--- src/sms_pkg.sv ---
// Constants for the compact store decoder and sequencer.
// Assumes a 64-bit general register file with 32 entries.
package sms_pkg;
    // ----------------------------------------
    // Encodings
    // ----------------------------------------
    localparam logic [5:0] SMS_OP_STACK_WORD = 6'h32;
    localparam logic [5:0] SMS_OP_GROUP_C = 6'h11;
    localparam logic [3:0] SMS_MINOR_SHORT = 4'hA;
    localparam logic [5:0] SMS_OP_GROUP_B = 6'h08;
    localparam logic [3:0] SMS_MINOR_LONG = 4'hD;
    // ----------------------------------------
    // Register numbers and the list code that adds fp
    // ----------------------------------------
    localparam logic [4:0] SMS_REG_SP = 5'h1D;
    localparam logic [4:0] SMS_REG_S0 = 5'h10;
    localparam logic [4:0] SMS_REG_FP = 5'h1E;
    localparam logic [4:0] SMS_REG_RA = 5'h1F;
    localparam logic [3:0] SMS_LIST_FP = 4'h9;
    // ----------------------------------------
    // Sizes
    // ----------------------------------------
    localparam int SMS_AW = 64;
    localparam int SMS_DW = 32;
    localparam int SMS_FIFO_DEPTH = 16;
    localparam logic [63:0] SMS_WORD_STEP = 64'h4;
    localparam logic [1:0] SMS_ALIGNED = 2'h0;
    // ----------------------------------------
    // Exception codes
    // ----------------------------------------
    localparam logic [2:0] SMS_EXC_TLB_REFILL = 3'h0;
    localparam logic [2:0] SMS_EXC_TLB_INVALID = 3'h1;
    localparam logic [2:0] SMS_EXC_TLB_MODIFIED = 3'h2;
    localparam logic [2:0] SMS_EXC_ADDR = 3'h3;
    localparam logic [2:0] SMS_EXC_WATCH = 3'h4;
    localparam logic [2:0] SMS_EXC_RESERVED = 3'h5;
    typedef enum logic [1:0] {SMS_IDLE = 2'h0, SMS_BASE = 2'h1, SMS_STORE = 2'h3} sms_state_e;
    typedef enum logic [1:0] {SMS_K_STACK = 2'h0, SMS_K_SHORT = 2'h1, SMS_K_LONG = 2'h2} sms_kind_e;
endpackage : sms_pkg

--- src/sms_store_seq.sv ---
// Store decoder/sequencer for the stack word store and two multi-word stores.
// Assumes a combinational register read port and a store path behind a FIFO.
`timescale 1ns/1ps
`default_nettype none

module sms_fifo #(
    parameter int WIDTH = 96,
    parameter int DEPTH = 16
) (
    // Clock and reset
    input wire logic clock,
    input wire logic rst_n,
    input wire logic flush,
    // Fill side
    input wire logic in_valid,
    output logic in_ready,
    input wire logic [WIDTH-1:0] in_data,
    // Drain side
    output logic out_valid,
    input wire logic out_ready,
    output logic [WIDTH-1:0] out_data
);
    localparam int PW = $clog2(DEPTH);
    logic [WIDTH-1:0] mem [DEPTH];
    logic [PW:0] wr_ptr, rd_ptr, next_wr_ptr, next_rd_ptr;
    logic wr_en, rd_en;

    assign in_ready = (wr_ptr ^ rd_ptr) != {1'b1, {PW{1'b0}}};
    assign out_valid = wr_ptr != rd_ptr;
    assign out_data = mem[rd_ptr[PW-1:0]];
    assign wr_en = in_valid && in_ready;
    assign rd_en = out_valid && out_ready;

    always_comb
    begin
        next_wr_ptr = wr_ptr + {{PW{1'b0}}, wr_en};
        next_rd_ptr = rd_ptr + {{PW{1'b0}}, rd_en};
        if (flush)
        begin
            next_wr_ptr = '0;
            next_rd_ptr = '0;
        end
    end

    always_ff @(posedge clock or negedge rst_n)
    begin
        if (!rst_n)
        begin
            wr_ptr <= '0;
            rd_ptr <= '0;
        end
        else
        begin
            wr_ptr <= next_wr_ptr;
            rd_ptr <= next_rd_ptr;
        end
    end

    always_ff @(posedge clock)
    begin
        if (wr_en)
            mem[wr_ptr[PW-1:0]] <= in_data;
    end
endmodule : sms_fifo

module sms_store_seq
    import sms_pkg::*;
(
    // Clock and reset
    input wire logic clock,
    input wire logic rst_n,
    // Instruction in; 16-bit forms sit in bits 15..0
    input wire logic instr_valid,
    output logic instr_ready,
    input wire logic [31:0] instr,
    input wire logic instr_is_16,
    input wire logic misalign_ok,
    output logic instr_done,
    output logic instr_miss,
    // Register read port
    output logic [4:0] gpr_rd_addr,
    input wire logic [63:0] gpr_rd_data,
    // Store stream to translation and memory
    output logic st_valid,
    input wire logic st_ready,
    output logic [SMS_AW-1:0] st_addr,
    output logic [SMS_DW-1:0] st_data,
    // Faults from translation and checking
    input wire logic mem_fault,
    input wire logic [2:0] mem_fault_code,
    // Exception out
    output logic exc_valid,
    output logic [2:0] exc_code
);
    // ----------------------------------------
    // Decode
    // ----------------------------------------
    logic is_stack, is_short, is_long, take, list_bad;
    logic [3:0] n16_d, total_d;
    assign is_stack = instr_is_16 && instr[15:10] == SMS_OP_STACK_WORD;
    assign is_short = instr_is_16 && instr[15:10] == SMS_OP_GROUP_C
        && instr[3:0] == SMS_MINOR_SHORT;
    assign is_long = !instr_is_16 && instr[31:26] == SMS_OP_GROUP_B
        && instr[15:12] == SMS_MINOR_LONG;
    // Codes above 9 in the low bits, and all zero, name no list
    assign list_bad = instr[24:21] > SMS_LIST_FP || instr[25:21] == 5'h00;

    sms_state_e state, next_state;
    sms_kind_e kind, next_kind;
    logic [4:0] src, next_src, base, next_base;
    logic [63:0] off, next_off, addr, next_addr;
    logic [3:0] idx, next_idx, n16, next_n16, total, next_total;
    logic fp, next_fp;
    logic next_exc_valid, next_done, next_miss;
    logic [2:0] next_exc_code;
    logic push, last, fifo_in_ready;

    assign instr_ready = state == SMS_IDLE;
    assign take = instr_valid && instr_ready;
    assign n16_d = is_short ? {2'h0, instr[9:8]} + 4'h1
        : (instr[24:21] == SMS_LIST_FP ? 4'h8 : instr[24:21]);
    assign total_d = is_stack ? 4'h1 : n16_d + {3'h0, is_long && instr[24:21] == SMS_LIST_FP}
        + {3'h0, is_short || instr[25]};
    assign last = idx == total - 4'h1;
    assign push = state == SMS_STORE && !mem_fault;

    // ----------------------------------------
    // Register selection
    // ----------------------------------------
    always_comb
    begin
        gpr_rd_addr = base;
        if (state == SMS_STORE)
        begin
            if (kind == SMS_K_STACK)
                gpr_rd_addr = src;
            else if (idx < n16)
                gpr_rd_addr = SMS_REG_S0 + {1'b0, idx};
            else if (fp && idx == n16)
                gpr_rd_addr = SMS_REG_FP;
            else
                gpr_rd_addr = SMS_REG_RA;
        end
    end

    // ----------------------------------------
    // Sequencer
    // ----------------------------------------
    always_comb
    begin
        next_state = state;
        next_kind = kind;
        next_src = src;
        next_base = base;
        next_off = off;
        next_addr = addr;
        next_idx = idx;
        next_n16 = n16;
        next_total = total;
        next_fp = fp;
        next_exc_valid = 1'b0;
        next_exc_code = exc_code;
        next_done = 1'b0;
        next_miss = 1'b0;
        case (state)
            SMS_IDLE:
            begin
                if (take)
                begin
                    next_idx = '0;
                    next_n16 = n16_d;
                    next_total = total_d;
                    next_fp = is_long && instr[24:21] == SMS_LIST_FP;
                    next_src = instr[9:5];
                    next_base = is_long ? instr[20:16] : SMS_REG_SP;
                    next_state = SMS_BASE;
                    if (is_stack)
                    begin
                        next_kind = SMS_K_STACK;
                        next_off = {57'h0, instr[4:0], 2'h0};
                    end
                    else if (is_short)
                    begin
                        next_kind = SMS_K_SHORT;
                        next_off = {58'h0, instr[7:4], 2'h0};
                    end
                    else if (is_long && !list_bad)
                    begin
                        next_kind = SMS_K_LONG;
                        next_off = {{52{instr[11]}}, instr[11:0]};
                    end
                    else
                    begin
                        next_state = SMS_IDLE;
                        next_exc_valid = is_long;
                        next_exc_code = SMS_EXC_RESERVED;
                        next_miss = !is_long;
                    end
                end
            end
            SMS_BASE:
            begin
                next_addr = gpr_rd_data + off;
                next_state = SMS_STORE;
                if (next_addr[1:0] != SMS_ALIGNED && !(kind == SMS_K_LONG && misalign_ok))
                begin
                    next_state = SMS_IDLE;
                    next_exc_valid = 1'b1;
                    next_exc_code = SMS_EXC_ADDR;
                end
            end
            SMS_STORE:
            begin
                if (mem_fault)
                begin
                    // Abandon the sequence; software restarts it from the first word
                    next_state = SMS_IDLE;
                    next_exc_valid = 1'b1;
                    next_exc_code = mem_fault_code;
                end
                else if (fifo_in_ready)
                begin
                    next_addr = addr + SMS_WORD_STEP;
                    next_idx = idx + 4'h1;
                    if (last)
                    begin
                        next_state = SMS_IDLE;
                        next_done = 1'b1;
                    end
                end
            end
            default: next_state = SMS_IDLE;
        endcase
    end

    always_ff @(posedge clock or negedge rst_n)
    begin
        if (!rst_n)
        begin
            state <= SMS_IDLE;
            kind <= SMS_K_STACK;
            src <= '0;
            base <= '0;
            off <= '0;
            addr <= '0;
            idx <= '0;
            n16 <= '0;
            total <= '0;
            fp <= 1'b0;
            exc_valid <= 1'b0;
            exc_code <= SMS_EXC_TLB_REFILL;
            instr_done <= 1'b0;
            instr_miss <= 1'b0;
        end
        else
        begin
            state <= next_state;
            kind <= next_kind;
            src <= next_src;
            base <= next_base;
            off <= next_off;
            addr <= next_addr;
            idx <= next_idx;
            n16 <= next_n16;
            total <= next_total;
            fp <= next_fp;
            exc_valid <= next_exc_valid;
            exc_code <= next_exc_code;
            instr_done <= next_done;
            instr_miss <= next_miss;
        end
    end

    // ----------------------------------------
    // Store FIFO
    // ----------------------------------------
    logic [SMS_AW+SMS_DW-1:0] fifo_out;
    sms_fifo #(.WIDTH(SMS_AW + SMS_DW), .DEPTH(SMS_FIFO_DEPTH)) u_fifo (
        .clock(clock),
        .rst_n(rst_n),
        .flush(state == SMS_STORE && mem_fault),
        .in_valid(push),
        .in_ready(fifo_in_ready),
        .in_data({addr, gpr_rd_data[SMS_DW-1:0]}),
        .out_valid(st_valid),
        .out_ready(st_ready),
        .out_data(fifo_out)
    );
    assign st_addr = fifo_out[SMS_AW+SMS_DW-1:SMS_DW];
    assign st_data = fifo_out[SMS_DW-1:0];
endmodule : sms_store_seq

`default_nettype wire

--- config.mk ---
export PLATFORM = sky130hd
export DESIGN_NAME = sms_store_seq
export DESIGN_NICKNAME = d
export VERILOG_FILES = /design/src/sms_pkg.sv /design/src/sms_store_seq.sv
export SDC_FILE = /design/constraint.sdc
export NUM_CORES = 2
export LEC_CHECK = 0
export ABC_AREA = 1
export BUFFER_PORTS_ARGS = -buffer_cell sky130_fd_sc_hd__buf_2
export CAP_MARGIN = 30
export CORE_MARGIN = 2
export CORE_UTILIZATION = 44
export DETAILED_ROUTE_END_ITERATION = 8
export REMOVE_ABC_BUFFERS = 1
export SLEW_MARGIN = 20
export SYNTH_ARGS = -nofsm -noshare
export SYNTH_HDL_FRONTEND = slang
export SYNTH_HIERARCHICAL = 1
export SYNTH_SLANG_ARGS = --single-unit
--- constraint.sdc ---
create_clock -name clock -period 5.25 [get_ports clock]
set_input_delay 1.05 -clock clock [delete_from_list [all_inputs] [get_ports clock]]
set_output_delay 1.05 -clock clock [all_outputs]
set_load 0.01 [all_outputs]
After elaboration in Yosys (flattened, before gate mapping):

Memory sizes are Yosys's and may differ from the RTL's.
Cells that the tools add are included.

* add/sub/neg operators: 10
* order comparisons: 2
* equality and inequality tests: 23
* multiplexer cells: 57
* bitwise logic cells: 1
* reduce and logical (&&, ||, !) cells: 36

Operator list (count)
* 2-to-1 mux 64 bit: 5
* one-hot mux 64 bit (2 select lines): 1
* adder 64 x 3 -> 64 bit, second input constant: 1
* adder 64 bit: 1
* 2-to-1 mux 5 bit: 6
* 2-to-1 mux 4 bit: 6
* 2-to-1 mux 1 bit: 21
* 2-to-1 mux 3 bit: 6
* 2-to-1 mux 2 bit: 8
* logical AND 1 bit: 15
* equality test 4 bit, second input constant: 3
* inequality test 2 bit, second input constant: 6
* adder 5 x 1 -> 5 bit: 2
* one-hot mux 3 bit (3 select lines): 1
* AND reduction 3 bit: 3
* adder 4 x 1 -> 4 bit: 2
* equality test 4 bit: 2
* one-hot mux 4 bit (2 select lines): 1
* AND reduction 7 bit: 1
* equality test 6 x 4 -> 1 bit, second input constant: 1
* equality test 6 x 5 -> 1 bit, second input constant: 1
* equality test 6 bit, second input constant: 1
* one-hot mux 2 bit (3 select lines): 1
* nonzero test 2 bit: 3
* other kinds (22): 31

* flip-flop bits (word level): 171
* memory bits (writable): 1536
* input bits: 106
* output and inout bits: 109
* word-level logic and storage cells: 146
* memories kept: 1

Memories
* u_fifo.mem: depth 16, bits a word 96, rd ports 1, clocked after memory_dff 0, write ports 1, RTL line sms_store_seq.sv:24 `logic [WIDTH-1:0] mem [DEPTH];`

Logic depth before layout (Yosys ltp):

* depth in word-level cells: 9
* mapped depth: 17
* mapped depth without buffers: 17

Cells and area by module:

Netlist, hierarchy kept.

Modules (own cells, without submodules)
* sms_fifo: times used 1, cells each 5239, area an instance 62309.8 µm², seq. area each 46374.5 µm²
* sms_store_seq: times used 1, cells each 2204, area an instance 12577.1 µm², seq. area each 2727.6 µm²

Least setup slack after synthesis:

No wires, ideal clock.

* path kind: input port to flip-flop
* from: input mem_fault
* to: memory u_fifo.mem[10][0], enable pin
* library setup time: 553 ps
* data arrival time: 5540 ps
* data required time: 4697 ps
* path slack: -843 ps
* stages: 4
* path through: nor2_1 -> nand2_2 -> buf_6 -> nor2_1

* word-level cells in the longest chain between the ends: 5

Ends and longest elaborated chain
* start, declared: RTL line sms_store_seq.sv:89 `input wire logic mem_fault,`
* logical NOT 1 bit: RTL line sms_store_seq.sv:125 `assign push = state == SMS_STORE && !mem_fault;`
* logical AND 1 bit: RTL line sms_store_seq.sv:125
* logical AND 1 bit: RTL line sms_store_seq.sv:31 `assign wr_en = in_valid && in_ready;`
* 2-to-1 mux 1 bit: RTL line sms_store_seq.sv:61 `if (wr_en)`
* 2-to-1 mux 1 bit (not written as such): RTL line sms_store_seq.sv:62 `mem[wr_ptr[PW-1:0]] <= in_data;`
* end, declared: RTL line sms_store_seq.sv:24

No other way between the ends.

Worst setup path in the final report:

* from: register u_fifo.rd_ptr[2]
* to: output st_addr[12]

* word-level cells in the longest chain between the ends: 1

Ends and longest elaborated chain
* start, declared: RTL line sms_store_seq.sv:25 `logic [PW:0] wr_ptr, rd_ptr, next_wr_ptr, next_rd_ptr;`
* start signal, assigned: RTL line sms_store_seq.sv:55 `rd_ptr <= next_rd_ptr;`
* memory read (16 x 96 bit)
* end, declared: RTL line sms_store_seq.sv:86 `output logic [SMS_AW-1:0] st_addr,`

No other way between the ends.

==> metrics.txt <==
Std-Cell Rows 151; clock power share between 20% and 30%; Post-Syn Area per Cell slightly above 10 sq um; crit end category output port; Max Fclk 217 MHz; Hold Crit Class in2async; pin count of the biggest net entering global routing 224; WL met3 ~14 mm; final core occ between 40% and 50%; mapped cell area 74,900 sq um; actual slew at the worst max-slew pin 1110 ps; YS warnings 6; setup violators final 0; initial antenna violation count 3; Synth area leaders edfxtp_1 62%, nand2_1 12%, nand3_1 4.8%; r2r startpoint u_fifo/rd_ptr[2]; Vias/cell ~5.4; Overall Global Routing Usage 25.2%; combinational fraction of design power around a third; Pins Over Slew Limit 0; Switching Fraction 38.1%; Core Box Area 169,000 sq um; top cell type's share of synthesized area 61.6%; Critical R2R Capture u_fifo/mem[10][80]; Seq cells post-synth 1,655; # H-tree levels 4; WL per Instance 22.3 um; via count around 54,000; Leak Pwr 32.6 nW; area of the multi-input gates 22,300 sq um; top_reg_cell synth edfxtp_1; vias in the first global route 51,400; Die X about 420 um; final WL 221 mm; most common cell in the synthesized netlist nand2_1; RSZ-0062 raised after global routing no; ys async rst share between 7 and 8%; WL met1 approximately 94 mm; NetSw 15.7 mW; Worst Path Arrival ~3600 ps; register area share after synthesis 65.6%; Routed Antenna Nets 0; Chip Height between 400 and 500 um; r2r setup slk 1500 ps; layout cells sized above 1 about 7.6%; PortBufs 214; Fin Setup TNS 0 ps; DR WL met2 108 mm; Yosys cell types 53; worst skew pair latency roughly 850 ps; Ports 215; Synth top cells by count 2,307 x nand2_1, 1,536 x edfxtp_1, 868 x nor2_1, 712 x nand3_1, 483 x inv_1; # fillers 15,300; Worst setup SP type flop; final period demand of the worst path 4620 ps; Initial Util 44.2%; FF+latch area just under 50,000 sq um; Iteration-0 DRC Markers 5,378; Int Pwr 25.5 mW; Pre-Repair DR Iteration Count 6; CTS tree built; cts repair resizes 0; highest routed layer met4; Hold Buf Count CTS 0; Yosys top cell by area edfxtp_1; Worst IR Drop VDD 526 uV; Max-cap violations 0; worst-path fanout max 83; status complete, no violations; Final GP Congestion 0.966; synth-to-layout area growth 11.8%; Seq pwr share 38.9%; clock skew 30.8 ps; Power Dens Cells approximately 490 nW/um^2; clock slew at reported path FFs about 60 ps; hpwl dp 126 mm; clock buffer depth 3; crit share post-route 87.9%; CTS root buf clkbuf_16; Post CTS Setup Buffer Count 0; die footprint approximately 170,000 sq um; TritonCTS Buffers 174; Post-route DRC 0; Syn Inst Count 7,443; final hold violations 0; EDFF count, synth 1,536; clock sinks around 1,700; kind of critical path reg2out; Final nets 7,751; Worst Path Required 4200 ps; grt total ovfl 0; Slew headroom 25.9%; global-route wire length before repair about 330 mm; Worst R2R Path Depth 8
[critical path, cell delays in order (launching register included)]
cell and delay [ps]:
dfrtp_4 680, buf_12 470, buf_4 640, nand3_1 150
a21oi_1 160, nor2_1 60, nand2_1 70, nand2_1 160
buf_2 190
[through the flow]
| step | hold slack, ps | total power [mW] | setup WS (ps) | instance area [sq um] | cells |
|---|---|---|---|---|---|
| floorplan | 448 | 23.4 | -34750 | 73100 | 7090 |
| finish | 215 | 41.2 | 634 | 83700 | 9923 |
| CTS | 210 | 41.4 | 578 | 83600 | 9918 |
| global placement | 468 | 29.7 | 1460 | 78200 | 9603 |
| global route | 253 | 43.4 | 392 | 83700 | 9922 |
| detailed placement | 475 | 29.8 | 1460 | 78300 | 9605 |
[cells by family after synthesis]
kind of cell / share of synthesized area [%]
simple gates: 21.8
flops: 65.6
buf+inv: 4.86
compound gates: 5.73
fa+ha+maj: 1.32
xor+xnor: 0.760
[registers in the layout (all words and copies together), names as in the netlist, 2 cells and up]
name and count:
off 12, total 4, exc_code 3, src 5, u_fifo/wr_ptr 5, idx 4, state 2, u_fifo/rd_ptr 5
addr 64, u_fifo/mem 1536, kind 2, n16 4, base 5
[worst max path at each step]
stage / from / endpoint / slack (ps) / cells after the start
6_report: u_fifo/rd_ptr[2] / st_addr[12] / 630 / 8
5_1_grt: u_fifo/rd_ptr[0] / st_data[23] / 390 / 10
4_1_cts: u_fifo/rd_ptr[0] / st_data[23] / 580 / 10
3_5_place_dp: gpr_rd_data[0] / addr[44] / 1460 / 17
3_3_place_gp: u_fifo/rd_ptr[2] / addr[50] / 1460 / 14
2_1_floorplan: u_fifo/rd_ptr[0] / addr[7] / -34750 / 13
[cell type report]
| class | instances | area share (%) |
|---|---|---|
| clock inverters | 87 | 0.886 |
| inverters | 494 | 2.25 |
| repair buffers | 301 | 2.75 |
| multi-input cells | 4941 | 26.6 |
| clock buffers | 226 | 5.50 |
| flip-flops and latches | 1655 | 58.7 |
| diodes | 1 | 0.00299 |
| well taps | 2218 | 3.32 |
[layout by cell type, fill, tap and decap left out, types with 5 or more instances in the layout]
| cell type | Yosys | routed |
|---|---|---|
| o21ai_0 | 269 | 269 |
| a22oi_1 | 8 | 8 |
| o22ai_1 | 5 | 5 |
| dfrtp_1 | 119 | 114 |
| nor3b_1 | 5 | 5 |
| xor2_1 | 48 | 48 |
| inv_1 | 483 | 482 |
| clkinv_8 | 0 | 5 |
| or2_2 | 10 | 10 |
| nor2_4 | 2 | 20 |
| clkinv_2 | 1 | 22 |
| buf_12 | 0 | 39 |
| inv_2 | 10 | 7 |
| nor3_1 | 51 | 51 |
| edfxtp_1 | 1536 | 1536 |
| nand3_1 | 712 | 712 |
| xnor2_1 | 17 | 17 |
| bufinv_16 | 0 | 5 |
| o21bai_1 | 8 | 8 |
| nand2_1 | 2307 | 2306 |
| nor2_1 | 868 | 851 |
| ha_1 | 76 | 76 |
| clkinv_1 | 0 | 38 |
| inv_6 | 0 | 6 |
| clkbuf_1 | 48 | 48 |
| nand4_1 | 22 | 22 |
| buf_4 | 36 | 43 |
| o211ai_1 | 99 | 99 |
| buf_2 | 230 | 213 |
| nand3b_1 | 16 | 16 |
| a21oi_1 | 369 | 369 |
| clkbuf_16 | 0 | 175 |
[routing by layer]
metal / track usage, % / vias to the layer above
li1: - / 25400
met1: 34.2 / 26400
met2: 42.1 / 1789
met3: 3.53 / 330
met4: 7.57 / 0
met5: 0 / -
[power by group through the flow]
stage | sequential (mW) | clock (mW) | combinational (mW)
final | 16.0 | 11.7 | 13.5
after global routing | 16.1 | 12.4 | 14.9
after CTS | 16.1 | 11.9 | 13.5
after detailed placement | 16.3 | 0 | 13.4
after global placement | 16.3 | 0 | 13.3
after floorplan | 16.3 | 0 | 7.06
Power figures use the tool's default switching activity.
